==> src/rtl/rfc_params.svh <==
`ifndef RFC_PARAMS_SVH
`define RFC_PARAMS_SVH
// frequencies in 0.01 Hz units, 16 bits
`define RFC_FREQ_W          16
`define RFC_FREQ_MAX        16'h2EE0
`define RFC_WIDTH_MAX       16'h0BB8
`define RFC_RATIO_DECEL     8'h00
`define RFC_RATIO_CANCEL    8'hFF
`define RFC_RATIO_MIN       8'h14
`define RFC_RATIO_MAX       8'h78
`define RFC_RATIO_FULL      8'h64
`define RFC_SAVE_AUTO       1'b0
`define RFC_SAVE_KEY        1'b1
`define RFC_CLK_HZ          10000000
`define RFC_WINDOW_MS       400
`define RFC_SAMPLE_MS       10
`define RFC_WINDOW_CYC      ((`RFC_CLK_HZ / 1000) * `RFC_WINDOW_MS)
`define RFC_SAMPLE_CYC      ((`RFC_CLK_HZ / 1000) * `RFC_SAMPLE_MS)
`define RFC_SS_CODE0        4'h0
`endif

==> src/rtl/rfc_pkg.sv <==
package rfc_pkg;
   typedef struct packed {
      logic [15:0] center0;
      logic [15:0] center1;
      logic [15:0] center2;
      logic [15:0] width;
   } rfc_jump_t;
   typedef enum logic [1:0] {RFC_NORMAL, RFC_LOST} rfc_loss_t;
endpackage

==> src/rtl/rfc_reference_frequency_conditioner.sv <==
`timescale 1ns/1ps
`include "rfc_params.svh"
// Overview of operation
// [RQ1] auto mode saves keypad reference at power loss
// [RQ2] key mode saves only on save key
// [RQ3] command under tenth in window: fallback ratio
// [RQ4] above recovery threshold: follow command again
// [RQ5] ratio: decel, 20..120 percent, or cancel
// [RQ6] cancel: flag only, reference unchanged
// [RQ7] decel or cancel: threshold is 0.2 level
// [RQ8] ratio 100 or more: threshold is full level
// [RQ9] command level sampled at fixed intervals
// [RQ10] detection uses unfiltered analog input
// [RQ11] jump band holds bottom until top exceeded
// [RQ12] overlapping jump bands merge into one
// [RQ13] centre 0..120 Hz, zero means none
// [RQ14] width 0..30 Hz, zero disables all
// [RQ15] four selects form step index 1..15
// [RQ16] step frequencies 0..120 Hz
// [RQ17] steps only when selects assigned codes 0..3
// [RQ18] source avoids abrupt command steps
// [RQ19] loss flag held until recovery crossing
module rfc_reference_frequency_conditioner
   import rfc_pkg::*;
#(
   parameter int WINDOW_CYC = `RFC_WINDOW_CYC,
   parameter int SAMPLE_CYC = `RFC_SAMPLE_CYC
) (
   // clock and reset
   input  wire logic        clk,
   input  wire logic        arst_n,
   // power and keypad
   input  wire logic        powerLoss,
   input  wire logic        saveKey,
   input  wire logic        refSaveMode,
   input  wire logic [15:0] keypadFreq,
   input  wire logic        keypadWrite,
   output logic      [15:0] keypadRef,
   output logic      [15:0] savedRef,
   // analog command
   input  wire logic        useAnalog,
   input  wire logic [15:0] analogRaw,
   input  wire logic [15:0] analogFilt,
   input  wire logic [7:0]  lossFallbackRatio,
   output logic             refLoss,
   // steps
   input  wire logic        stepSelWeightOne,
   input  wire logic        stepSelWeightTwo,
   input  wire logic        stepSelWeightFour,
   input  wire logic        stepSelWeightEight,
   input  wire logic [15:0] stepSelAssigned,
   input  wire logic [15*16-1:0] stepFreq,
   // jump settings
   input  wire rfc_jump_t   jumpCfg,
   // result
   output logic      [15:0] refOut
);
   // pins through three flops, change taken when last two agree
   logic [3:0] ssS1_q, ssS2_q, ssS3_q, ssStable_q, ssStable_d;
   logic [2:0] ctlS1_q, ctlS2_q, ctlS3_q, ctl_q, ctl_d;
   always_ff @(posedge clk or negedge arst_n) begin
      if (!arst_n) begin
         ssS1_q  <= 4'h0;
         ssS2_q  <= 4'h0;
         ssS3_q  <= 4'h0;
         ctlS1_q <= 3'h0;
         ctlS2_q <= 3'h0;
         ctlS3_q <= 3'h0;
      end else begin
         ssS1_q  <= {stepSelWeightEight, stepSelWeightFour, stepSelWeightTwo, stepSelWeightOne};
         ssS2_q  <= ssS1_q;
         ssS3_q  <= ssS2_q;
         ctlS1_q <= {keypadWrite, saveKey, powerLoss};
         ctlS2_q <= ctlS1_q;
         ctlS3_q <= ctlS2_q;
      end
   end
   always_comb begin
      ssStable_d = (ssS2_q == ssS3_q) ? ssS3_q : ssStable_q;
      ctl_d      = (ctlS2_q == ctlS3_q) ? ctlS3_q : ctl_q;
   end
   // keypad reference and its non-volatile copy
   logic [15:0] keyRef_q, keyRef_d, save_q, save_d;
   logic        ctlPrev_q;
   logic        keyPrev_q;
   logic        powerUp_q;
   always_comb begin
      keyRef_d = keyRef_q;
      save_d   = save_q;
      if (powerUp_q)
         keyRef_d = save_q;                                   // see [RQ1] see [RQ2]
      else if (ctl_q[2])
         keyRef_d = (keypadFreq > `RFC_FREQ_MAX) ? `RFC_FREQ_MAX : keypadFreq;
      if (refSaveMode == `RFC_SAVE_AUTO && ctl_q[0] && !ctlPrev_q)
         save_d = keyRef_q;                                   // see [RQ1]
      if (refSaveMode == `RFC_SAVE_KEY && ctl_q[1] && !keyPrev_q)
         save_d = keyRef_q;                                   // see [RQ2]
   end
   // save store holds its value across arst_n; it models the retained memory
   always_ff @(posedge clk) begin
      save_q <= save_d;
   end
   always_ff @(posedge clk or negedge arst_n) begin
      if (!arst_n) begin
         ssStable_q <= 4'h0;
         ctl_q      <= 3'h0;
         keyRef_q   <= 16'h0000;
         ctlPrev_q  <= 1'b0;
         keyPrev_q  <= 1'b0;
         powerUp_q  <= 1'b1;
      end else begin
         ssStable_q <= ssStable_d;
         ctl_q      <= ctl_d;
         keyRef_q   <= keyRef_d;
         ctlPrev_q  <= ctl_q[0];
         keyPrev_q  <= ctl_q[1];
         powerUp_q  <= 1'b0;
      end
   end
   // step select: active only when all four select functions are assigned
   logic        stepOn;
   logic [15:0] baseRef;
   always_comb begin
      stepOn = (stepSelAssigned == 16'h3210);                // see [RQ17]
      if (stepOn && ssStable_q != 4'h0)                       // see [RQ15]
         baseRef = stepFreq[(ssStable_q - 4'h1) * 16 +: 16];
      else
         baseRef = useAnalog ? analogFilt : keyRef_q;
      if (baseRef > `RFC_FREQ_MAX)
         baseRef = `RFC_FREQ_MAX;                             // see [RQ16]
   end
   // loss detection on the raw input, sampled each interval
   logic [31:0] sampCnt_q, sampCnt_d;
   logic [31:0] winCnt_q, winCnt_d;
   logic [15:0] sampledCommandLevel_q, sampledCommandLevel_d;
   logic [15:0] winRef_q, winRef_d, hold_q, hold_d;
   rfc_loss_t   loss_q, loss_d;
   logic [15:0] thresh;
   always_comb begin
      sampCnt_d             = sampCnt_q + 32'd1;
      winCnt_d              = winCnt_q;
      sampledCommandLevel_d = sampledCommandLevel_q;
      winRef_d              = winRef_q;
      hold_d                = hold_q;
      loss_d                = loss_q;
      if (lossFallbackRatio == `RFC_RATIO_DECEL || lossFallbackRatio == `RFC_RATIO_CANCEL)
         thresh = 16'((32'(sampledCommandLevel_q) * 32'd2) / 32'd10); // see [RQ7]
      else if (lossFallbackRatio >= `RFC_RATIO_FULL)
         thresh = sampledCommandLevel_q;                      // see [RQ8]
      else
         thresh = 16'((32'(sampledCommandLevel_q) * 32'(lossFallbackRatio)) / 32'd100);
      if (sampCnt_q >= 32'(SAMPLE_CYC - 1)) begin            // see [RQ9]
         sampCnt_d = 32'd0;
         if (loss_q == RFC_NORMAL) begin
            sampledCommandLevel_d = analogRaw;                // see [RQ10]
            // window spans exactly WINDOW_CYC / SAMPLE_CYC samples, not one more
            if (winCnt_q >= 32'(WINDOW_CYC / SAMPLE_CYC - 1)) begin
               winCnt_d = 32'd0;
               winRef_d = analogRaw;
            end else begin
               winCnt_d = winCnt_q + 32'd1;
            end
            if (useAnalog && 32'(analogRaw) * 32'd10 < 32'(winRef_q)) begin
               loss_d                = RFC_LOST;              // see [RQ3] see [RQ19]
               hold_d                = winRef_q;
               sampledCommandLevel_d = winRef_q;
            end
         end else if (analogRaw > thresh || !useAnalog) begin
            loss_d   = RFC_NORMAL;                            // see [RQ4] see [RQ19]
            winCnt_d = 32'd0;
            winRef_d = analogRaw;
         end
      end
   end
   always_ff @(posedge clk or negedge arst_n) begin
      if (!arst_n) begin
         sampCnt_q             <= 32'd0;
         winCnt_q              <= 32'd0;
         sampledCommandLevel_q <= 16'h0000;
         winRef_q              <= 16'h0000;
         hold_q                <= 16'h0000;
         loss_q                <= RFC_NORMAL;
      end else begin
         sampCnt_q             <= sampCnt_d;
         winCnt_q              <= winCnt_d;
         sampledCommandLevel_q <= sampledCommandLevel_d;
         winRef_q              <= winRef_d;
         hold_q                <= hold_d;
         loss_q                <= loss_d;
      end
   end
   // fallback reference while lost
   logic [15:0] condRef;
   logic [7:0]  ratioClip;
   always_comb begin
      ratioClip = (lossFallbackRatio > `RFC_RATIO_MAX) ? `RFC_RATIO_MAX :
                  (lossFallbackRatio < `RFC_RATIO_MIN) ? `RFC_RATIO_MIN : lossFallbackRatio;
      condRef = baseRef;
      if (loss_q == RFC_LOST && useAnalog && !(stepOn && ssStable_q != 4'h0)) begin
         if (lossFallbackRatio == `RFC_RATIO_CANCEL)
            condRef = baseRef;                                // see [RQ6]
         else if (lossFallbackRatio == `RFC_RATIO_DECEL)
            condRef = 16'h0000;                               // see [RQ5]
         else
            condRef = 16'((32'(hold_q) * 32'(ratioClip)) / 32'd100); // see [RQ5]
      end
   end
   // jump bands: merge overlaps, then hysteresis hold at the edge
   logic [15:0] lo [3];
   logic [15:0] hi [3];
   logic [15:0] mLo, mHi, jumpOut;
   logic [15:0] wClip;
   logic [15:0] out_q, out_d;
   logic [15:0] cen [3];
   assign cen[0] = jumpCfg.center0;
   assign cen[1] = jumpCfg.center1;
   assign cen[2] = jumpCfg.center2;
   always_comb begin
      wClip = (jumpCfg.width > `RFC_WIDTH_MAX) ? `RFC_WIDTH_MAX : jumpCfg.width;
      for (int i = 0; i < 3; i++) begin
         lo[i] = (cen[i] > (wClip >> 1)) ? cen[i] - (wClip >> 1) : 16'h0000;
         hi[i] = cen[i] + (wClip >> 1);
      end
      jumpOut = condRef;
      for (int i = 0; i < 3; i++) begin
         if (cen[i] != 16'h0000 && cen[i] <= `RFC_FREQ_MAX
             && wClip != 16'h0000) begin                     // see [RQ13] see [RQ14]
            mLo = lo[i];
            mHi = hi[i];
            for (int j = 0; j < 3; j++) begin
               if (cen[j] != 16'h0000 && lo[j] <= mHi && hi[j] >= mLo) begin // see [RQ12]
                  mLo = (lo[j] < mLo) ? lo[j] : mLo;
                  mHi = (hi[j] > mHi) ? hi[j] : mHi;
               end
            end
            if (condRef > mLo && condRef < mHi)
               jumpOut = (out_q >= mHi) ? mHi : mLo;          // see [RQ11]
         end else begin
            mLo = 16'h0000;
            mHi = 16'h0000;
         end
      end
      out_d = jumpOut;
   end
   always_ff @(posedge clk or negedge arst_n) begin
      if (!arst_n)
         out_q <= 16'h0000;
      else
         out_q <= out_d;
   end
   // registered outputs
   always_ff @(posedge clk or negedge arst_n) begin
      if (!arst_n) begin
         refOut    <= 16'h0000;
         refLoss   <= 1'b0;
         keypadRef <= 16'h0000;
         savedRef  <= 16'h0000;
      end else begin
         refOut    <= out_d;
         refLoss   <= (loss_d == RFC_LOST);                  // see [RQ19]
         keypadRef <= keyRef_d;
         savedRef  <= save_d;
      end
   end

   // loss flag may only fall on a sample point
   property p_lossHold;
      @(posedge clk) disable iff (!arst_n)
         (loss_q == RFC_LOST && sampCnt_q != 32'(SAMPLE_CYC - 1)) |=> refLoss;
   endproperty
   a_lossHold: assert property (p_lossHold) // see [RQ19]
      else $error("loss flag dropped between samples");

   property p_lossEntry;
      @(posedge clk) disable iff (!arst_n)
         (loss_q == RFC_NORMAL && loss_d == RFC_LOST)
         |-> (useAnalog && analogRaw < winRef_q);
   endproperty
   a_lossEntry: assert property (p_lossEntry) // see [RQ3]
      else $error("loss entered without a command drop");

   property p_recover;
      @(posedge clk) disable iff (!arst_n)
         (loss_q == RFC_LOST && loss_d == RFC_NORMAL)
         |-> (analogRaw > thresh || !useAnalog);
   endproperty
   a_recover: assert property (p_recover) // see [RQ4]
      else $error("loss left below the recovery level");

   property p_cancelKeeps;
      @(posedge clk) disable iff (!arst_n)
         (loss_q == RFC_LOST && lossFallbackRatio == `RFC_RATIO_CANCEL)
         |-> (condRef == baseRef);
   endproperty
   a_cancelKeeps: assert property (p_cancelKeeps) // see [RQ6]
      else $error("cancel setting changed the reference");

   property p_decelStop;
      @(posedge clk) disable iff (!arst_n)
         (loss_q == RFC_LOST && useAnalog && ssStable_q == 4'h0
          && lossFallbackRatio == `RFC_RATIO_DECEL) |-> (condRef == 16'h0000);
   endproperty
   a_decelStop: assert property (p_decelStop) // see [RQ5]
      else $error("decel setting did not ask for zero");

   // without assigned selects the keypad value must pass untouched
   property p_plainKeypad;
      @(posedge clk) disable iff (!arst_n)
         (!stepOn && !useAnalog) |-> (baseRef == keyRef_q);
   endproperty
   a_plainKeypad: assert property (p_plainKeypad) // see [RQ17]
      else $error("step used while selects unassigned");

   property p_zeroWidth;
      @(posedge clk) disable iff (!arst_n)
         (useAnalog && jumpCfg.width == 16'h0000) |=> (refOut == $past(condRef));
   endproperty
   a_zeroWidth: assert property (p_zeroWidth) // see [RQ14]
      else $error("jump applied with zero width");
   c_loss: cover property (@(posedge clk) disable iff (!arst_n) $rose(refLoss));
   c_recover: cover property (@(posedge clk) disable iff (!arst_n) $fell(refLoss));
   c_step: cover property (@(posedge clk) disable iff (!arst_n) stepOn && ssStable_q == 4'hF);
endmodule

==> config.mk <==
export PLATFORM = sky130hd
export DESIGN_NAME = rfc_reference_frequency_conditioner
export DESIGN_NICKNAME = d
export VERILOG_FILES = /design/src/rtl/rfc_pkg.sv /design/src/rtl/rfc_reference_frequency_conditioner.sv
export VERILOG_INCLUDE_DIRS = /design/src /design/src/rtl
export SDC_FILE = /design/constraint.sdc
export NUM_CORES = 2
export LEC_CHECK = 0
export BUFFER_PORTS_ARGS = -buffer_cell sky130_fd_sc_hd__buf_2
export CORE_UTILIZATION = 58
export CTS_BUF_LIST = sky130_fd_sc_hd__clkbuf_2 sky130_fd_sc_hd__clkbuf_4 sky130_fd_sc_hd__clkbuf_8
export DETAILED_ROUTE_END_ITERATION = 8
export PLACE_DENSITY = 0.78
export SYNTH_ARGS = -nofsm -noshare
export SYNTH_HDL_FRONTEND = slang
export SYNTH_SLANG_ARGS = --single-unit
==> constraint.sdc <==
create_clock -name clk -period 16.5 [get_ports clk]
set_input_delay 1.65 -clock clk [delete_from_list [all_inputs] [get_ports clk]]
set_output_delay 1.65 -clock clk [all_outputs]
set_load 0.005 [all_outputs]
# Word level (Yosys, flattened, before mapping)
# Index checks and enable logic that the tools add are counted.
# Widths: inputs -> output; s select.
# word_totals
reg_bits	210
inputBits	387
wordCells	245
# op_classes
add_sub_neg	9
mul	3
n_div	3
n_lt_le_gt_ge	57
eq_ne	7
shift	1
muxes	90
bitwise_logic	1
n_reduce_logical	52
# ops
operator	count
$mux 16	80
$shiftx 240x33->16	1
$gt 16x16->1	12
$ge 16x16->1	11
$lt 16x16->1	11
$le 16x16->1	8
$mux 32	4
$add 32x1->32 const B	2
$div 24x7->32 const B	2
$reduce_bool 16->1	4
$add 16x15->16	3
$gt 16x15->1	3
$le 16x14->1 const B	3
$mul 16x8->24	2
$sub 16x15->16	3
$logic_and 1x1->1	33
$div 17x4->32 const B	1
$ge 32x17->1 const B	1
$ge 32x6->1 const B	1
$gt 16x14->1 const B	2
$lt 20x16->1	1
$mul 16x3->19 const B	1
$eq 16x14->1 const B	1
$gt 16x12->1 const B	1
20 further kinds	32

# Depth between registers and ports, before layout
# logic_depth
ltp_word	25
ltp_mapped	125

# Worst setup path before layout
# Ideal clock, no wire load.
# synth_path
path_type	input port to flip-flop
startpoint	input jumpCfg[0] (netlist name)
endpoint	register refOut[10]
t_arrival_ps	19133
required_time_ps	16436
slack_ps	-2698
cell_stages	115
n_path_buf	8
path_cell_list	or3_1 > a41o_1 > a41o_1 > a21oi_1 > and2_1 > ha_1 > inv_1 > fa_1 > nor2b_1 > o21bai_1 > a21oi_1 > o21ai_0 > a21oi_1 > o21bai_1 > a21oi_1 > o21ai_0 > a21oi_1 > o21ai_0 > [79 not listed] > nand2b_1 > a21oi_1 > nor2b_1 > o21ai_0 > nand2b_1 > a21oi_1 > nor2b_1 > o21ai_0 > nand2b_1 > a21oi_1 > nor2b_1 > o21ai_0 > nand2b_1 > a21oi_1 > clkbuf_1 > mux2_2 > mux2i_1 > mux2_2
# synth_between
elab_chain_len	25
elab_cells_between_ends	137
classes_between	6 x add/sub; 45 x order compare; 63 x mux; 23 x reduce/logical
# synth_rtl
item	line	text
from (decl)	rfc_reference_frequency_conditioner.sv:54	input wire rfc_jump_t jumpCfg,
$gt 16x12->1 (no line)	--	
$mux 16 (*)	rfc_reference_frequency_conditioner.sv:219	wClip = (jumpCfg.width > `RFC_WIDTH_MAX) ? `RFC_WIDTH_MAX : jumpCfg.width;
$sub 16x15->16 or $gt 16x15->1 (tied branches)	rfc_reference_frequency_conditioner.sv:221	lo[i] = (cen[i] > (wClip >> 1)) ? cen[i] - (wClip >> 1) : 16'h0000;
$mux 16	rfc_reference_frequency_conditioner.sv:221	
$le 16x16->1	rfc_reference_frequency_conditioner.sv:231	if (cen[j] != 16'h0000 && lo[j] <= mHi && hi[j] >= mLo) begin
$logic_and 1x1->1 (2 in series)	rfc_reference_frequency_conditioner.sv:231	
$mux 16	rfc_reference_frequency_conditioner.sv:231	
$mux 16	rfc_reference_frequency_conditioner.sv:226	if (cen[i] != 16'h0000 && cen[i] <= `RFC_FREQ_MAX
[9 not listed]	--	
$mux 16	rfc_reference_frequency_conditioner.sv:226	
$ge 16x16->1, or another cell as far along	rfc_reference_frequency_conditioner.sv:237	jumpOut = (out_q >= mHi) ? mHi : mLo;
$mux 16 or $logic_and 1x1->1 (tied branches)	rfc_reference_frequency_conditioner.sv:237, rfc_reference_frequency_conditioner.sv:236	
$mux 16	rfc_reference_frequency_conditioner.sv:236	if (condRef > mLo && condRef < mHi)
$mux 16	rfc_reference_frequency_conditioner.sv:226	
$mux 16	rfc_reference_frequency_conditioner.sv:236	
$mux 16 (*)	rfc_reference_frequency_conditioner.sv:226	
via jumpOut[10]	rfc_reference_frequency_conditioner.sv:211	logic [15:0] mLo, mHi, jumpOut;
to (signal assigned)	rfc_reference_frequency_conditioner.sv:259	refOut <= out_d;
to (decl)	rfc_reference_frequency_conditioner.sv:56	output logic [15:0] refOut
# The timed path passes the listed nets; every way through them passes the cells marked *. The select of a mux whose other input is x is not followed.
# A chain may end at the register's enable or synchronous reset.

# Final worst setup path
# layout_path
startpoint	input lossFallbackRatio[5]
endpoint	register refOut[7]
# layout_between
elab_chain_len	16
elab_cells_between_ends	26
classes_between	1 x mul; 1 x div; 8 x order compare; 1 x eq/ne; 11 x mux; 4 x reduce/logical
# layout_rtl
item	line	text
from (decl)	rfc_reference_frequency_conditioner.sv:44	input wire logic [7:0] lossFallbackRatio,
$lt 8x5->1 (no line)	--	
$mux 8	rfc_reference_frequency_conditioner.sv:197	(lossFallbackRatio < `RFC_RATIO_MIN) ? `RFC_RATIO_MIN : lossFallbackRatio;
$mux 8	rfc_reference_frequency_conditioner.sv:196	ratioClip = (lossFallbackRatio > `RFC_RATIO_MAX) ? `RFC_RATIO_MAX :
$mul 16x8->24	rfc_reference_frequency_conditioner.sv:205	condRef = 16'((32'(hold_q) * 32'(ratioClip)) / 32'd100);
$div 24x7->32	rfc_reference_frequency_conditioner.sv:205	
$mux 16	rfc_reference_frequency_conditioner.sv:202	else if (lossFallbackRatio == `RFC_RATIO_DECEL)
$mux 16 (*)	rfc_reference_frequency_conditioner.sv:200	if (lossFallbackRatio == `RFC_RATIO_CANCEL)
$mux 16 (*)	rfc_reference_frequency_conditioner.sv:199	if (loss_q == RFC_LOST && useAnalog && !(stepOn && ssStable_q != 4'h0)) begin
$gt 16x16->1 or $lt 16x16->1 (tied branches)	rfc_reference_frequency_conditioner.sv:236	
$logic_and 1x1->1	rfc_reference_frequency_conditioner.sv:236	
$mux 16	rfc_reference_frequency_conditioner.sv:236	
$mux 16	rfc_reference_frequency_conditioner.sv:226	
$mux 16	rfc_reference_frequency_conditioner.sv:236	
$mux 16	rfc_reference_frequency_conditioner.sv:226	
$mux 16	rfc_reference_frequency_conditioner.sv:236	
$mux 16 (*)	rfc_reference_frequency_conditioner.sv:226	
via jumpOut[7]	rfc_reference_frequency_conditioner.sv:211	
# The timed path passes the listed nets; every way through them passes the cells marked *.

==> run summary <==
Clock-pin slew was measured on the worst setup and hold paths at 0.06 ns. Number of distinct library cell variants in the gate-level netlist after synthesis: 144. Cells fill 82.5% of the core in the end. In this run the register-to-register setup slack is -1.29 ns.

After floorplanning, the core was sized to cover 86900 um^2. The number of DRC markers in iteration 0 is 7240. The final reports fail on setup timing.

Dominant register cell in the synthesized netlist: dfrtp_1. In the layout the commonest cells are buf_4, ha_1, a21oi_1. The tightest min-delay check is of the flip-flop to flip-flop type. The run gives 58.6% as the initial core utilization. Across the run, the number of max-cap violations was 0.

Depth of the worst register-to-register path: 90. The critical path is of the input port to flip-flop type. Critical path startpoint category: an input port. Compared with the post-synthesis result, the final layout area differs by 40.7%. The final worst slack was -2.27 ns; the maximum number of pins on one net before global-route repair was 79. The cell area that synthesis handed to floorplanning was 50900 um^2. Once detail routing completed, the nets flagged for antenna violations numbered 0. TritonCTS built the clock tree. Setup violations remaining at the end of the flow were counted as 67. Clock tree synthesis inserted a total of 37 buffers. The logs give 0 for the number of hold-slack violations in the final timing report and 46.8% for the overall global routing resource usage. The post-placement cell count was 9287.

In this run the tightest slew margin relative to its limit is 2.51%. The flop and latch count out of synthesis was 210; the wire length reported by the detailed router was 224000 um. The final instance count without filler cells is 9580, and the largest fanout on the critical path is 7.

The tools report the critical path capture point type as a flip-flop. The tree is rooted in a clkbuf_8. The final critical delay including setup and external delays is 18.77 ns, and the ratio of cells with drive above 1 in the final layout is 36.4%.

Across the routed clock network, the largest skew measured is 0.0747 ns. For the number of global-route vias before repair, the log shows 59900. In this run the core area contains 108 standard-cell rows.

For the total number of clock tree sinks, the log shows 210. The number of buffer cells added on primary ports is 435, and the clock latency on the worst-skew pair is 0.69 ns. The slowest stage of the critical path is the fa_1 cell. At the pin with the least slew margin, the transition time is 1.45 ns. Fill cells in the final layout number 5556. The maximum cell stage delay along the critical path is 0.58 ns.

The count of warnings emitted by yosys was 0; the cell depth of the worst hold path was 0. Based on the critical path, the design can be clocked at up to 0.0533 GHz. The run gives 17.03 ns as the required time at the endpoint of the critical path. The total number of H-tree levels is 2. The total overflow left after global routing is 0. After layout, the worst path uses 114% of the clock period.

The number of synthesized flops with an enable pin is 0, and the vertical extent of the die is 298 um. The horizontal die dimension is 298 um. After legalization and detailed placement, the total HPWL measured 172000 um.

For the multi-input gate area in the final layout, the log shows 46900 um^2. The most frequent standard cell in the layout excluding fill and tap cells was buf_4. Dividing the detail-routed wire length by the instance count gives 23.4 um.

The logs give 27 for the initial antenna violation count and 330000 um for the global-route wire length before repair. The tools report the number of detailed-route iterations in the first pass as 6. The logs give 5180 um^2 for the register area and 3 for the largest buffer count on any clock path.

At the end of routability-driven placement, the weighted congestion stood at 1.09. The worst setup timing slack at the placement stage was -3.37 ns; the number of cells produced by synthesis was 6337. The flow ran to the end, but the final reports show violations. Setup repair after global routing could not meet its margin everywhere.

436 I/O pins were placed. STA puts the critical path data arrival time at 19.31 ns. For this run, the register share of the synthesized area comes to 10.2%. Of all flip-flops after synthesis, the portion carrying an async set or reset was 92.4%. After detailed routing, the number of remaining DRC violations is 0. The via count normalized by instance count was 6.42. The cell type with the highest occurrence count on the critical path is buf_4. For the routed via count, the log shows 61500. For this run, the post-layout net count is 9818. The total die area is 89000 um^2.

The final-report max-slew violation count is 0. The mean area per synthesized cell is 8.04 um^2.
-- Yosys cell counts (14+ instances only) --
library cell	n	share of area (%)
or3_1	25	0.31
o21ai_0	421	4.1
a211oi_1	35	0.52
a21oi_1	546	5.4
and2_1	136	1.7
o311ai_0	21	0.36
inv_1	388	2.9
a221oi_1	15	0.26
o21a_1	68	1.0
dfrtp_1	193	9.5
buf_2	30	0.29
ha_1	883	22
nor3_1	101	0.99
o221ai_1	14	0.24
a31oi_1	62	0.76
fa_1	175	6.9
o22ai_1	51	0.63
clkbuf_1	190	1.4
mux2i_1	160	3.1
o21bai_1	47	0.69
a21oi_2	17	0.29
and3_1	62	0.76
xnor2_1	147	2.5
nor2_1	429	3.2
nor4_1	50	0.61
a211o_1	19	0.33
nand2b_1	149	1.8
dfxtp_1	16	0.63
mux2_2	162	3.6
nand4_1	122	1.5
o21ai_1	36	0.35
nor2b_1	139	1.7
o211ai_1	56	0.83
or2_2	27	0.33
mux4_2	42	1.9
o31ai_1	28	0.41
nand3_1	118	1.2
a21o_1	176	2.6
nand2_1	508	3.7
xor2_1	70	1.2
and4_1	16	0.28
-- cell families (layout without fill, tap and decap cells) --
kind of cell	after synthesis	count (layout)	share of synthesized area (%)
xor+xnor	224	224	3.96
simple gates	1961	1966	19.4
other cells	2	80	0.0147
fa+ha+maj	1065	1065	28.7
flops	210	210	10.2
mux	373	373	8.81
compound gates	1868	1868	24.1
buf+inv	634	2639	4.87
-- per-layer routing --
layer | routed length, um | track usage, %
met1 | 84400 | 58.6
met4 | 16400 | 26.4
met3 | 25700 | 11.7
met2 | 97600 | 73.3
met5 | 253 | 0
-- through the flow --
step	hold slack, ns	cell area [um^2]	setup TNS [ns]
2_1_floorplan	0.331	52500	-68.23
3_3_place_gp	0.337	66800	-160.11
3_5_place_dp	0.335	66800	-195.75
4_1_cts	0.349	70100	-90.24
5_1_grt	0.351	71600	-163.30
6_report	0.348	71700	-128.40
-- registers in the layout, indices dropped and copies added (netlist names), 16 cells and up --
register,count
winCnt_q,32
keypadRef,16
sampledCommandLevel_q,16
sampCnt_q,32
hold_q,16
winRef_q,16
save_q,16
refOut,16
savedRef,16
-- worst max-delay path: cells and delay by family --
kind                       cells  cell delay (ns)
buffers and inverters         20             3.18
AOI/OAI and AO/OA             32             6.52
adders and majority gates      6             2.72
muxes                          5             1.28
xor gates and xnor gates       1             0.18
and+or+nand+nor               17             3.72
-- worst paths after layout --
path                            endpoint                      from
max in group asynchronous  ssStable_q[0]                    arst_n
max reg2reg                 winRef_q[12]  sampledCommandLevel_q[2]
max                            refOut[7]      lossFallbackRatio[5]
min                            ssS2_q[0]                 ssS1_q[0]
min in group asynchronous    savedRef[7]                    arst_n
min reg2reg                    ssS2_q[0]                 ssS1_q[0]
-- final cells by class --
cell class                      instances  share of cell area (%)
Multi-Input combinational cell       5552                    65.5
Inverter                              390                    2.04
Tap cell                             1155                    2.02
Timing Repair Buffer                 2182                    21.9
Sequential cell                       210                    7.23
Clock inverter                         10                   0.190
Antenna cell                           24                  0.0838
Clock buffer                           57                   0.973
-- repair_timing --
| item | CTS | global route |
|---|---|---|
| hold buffers | 0 | 0 |
| buffers inserted | 134 | 60 |
| resized for setup | 302 | 185 |
| gates cloned | 5 | 5 |
| pin swaps | 165 | 173 |
| setup endpoints to repair | 67 | 67 |
Power is left out: the tool's default activity adds up to more than one toggle a clock period on the data nets, which glitch-free logic cannot reach.
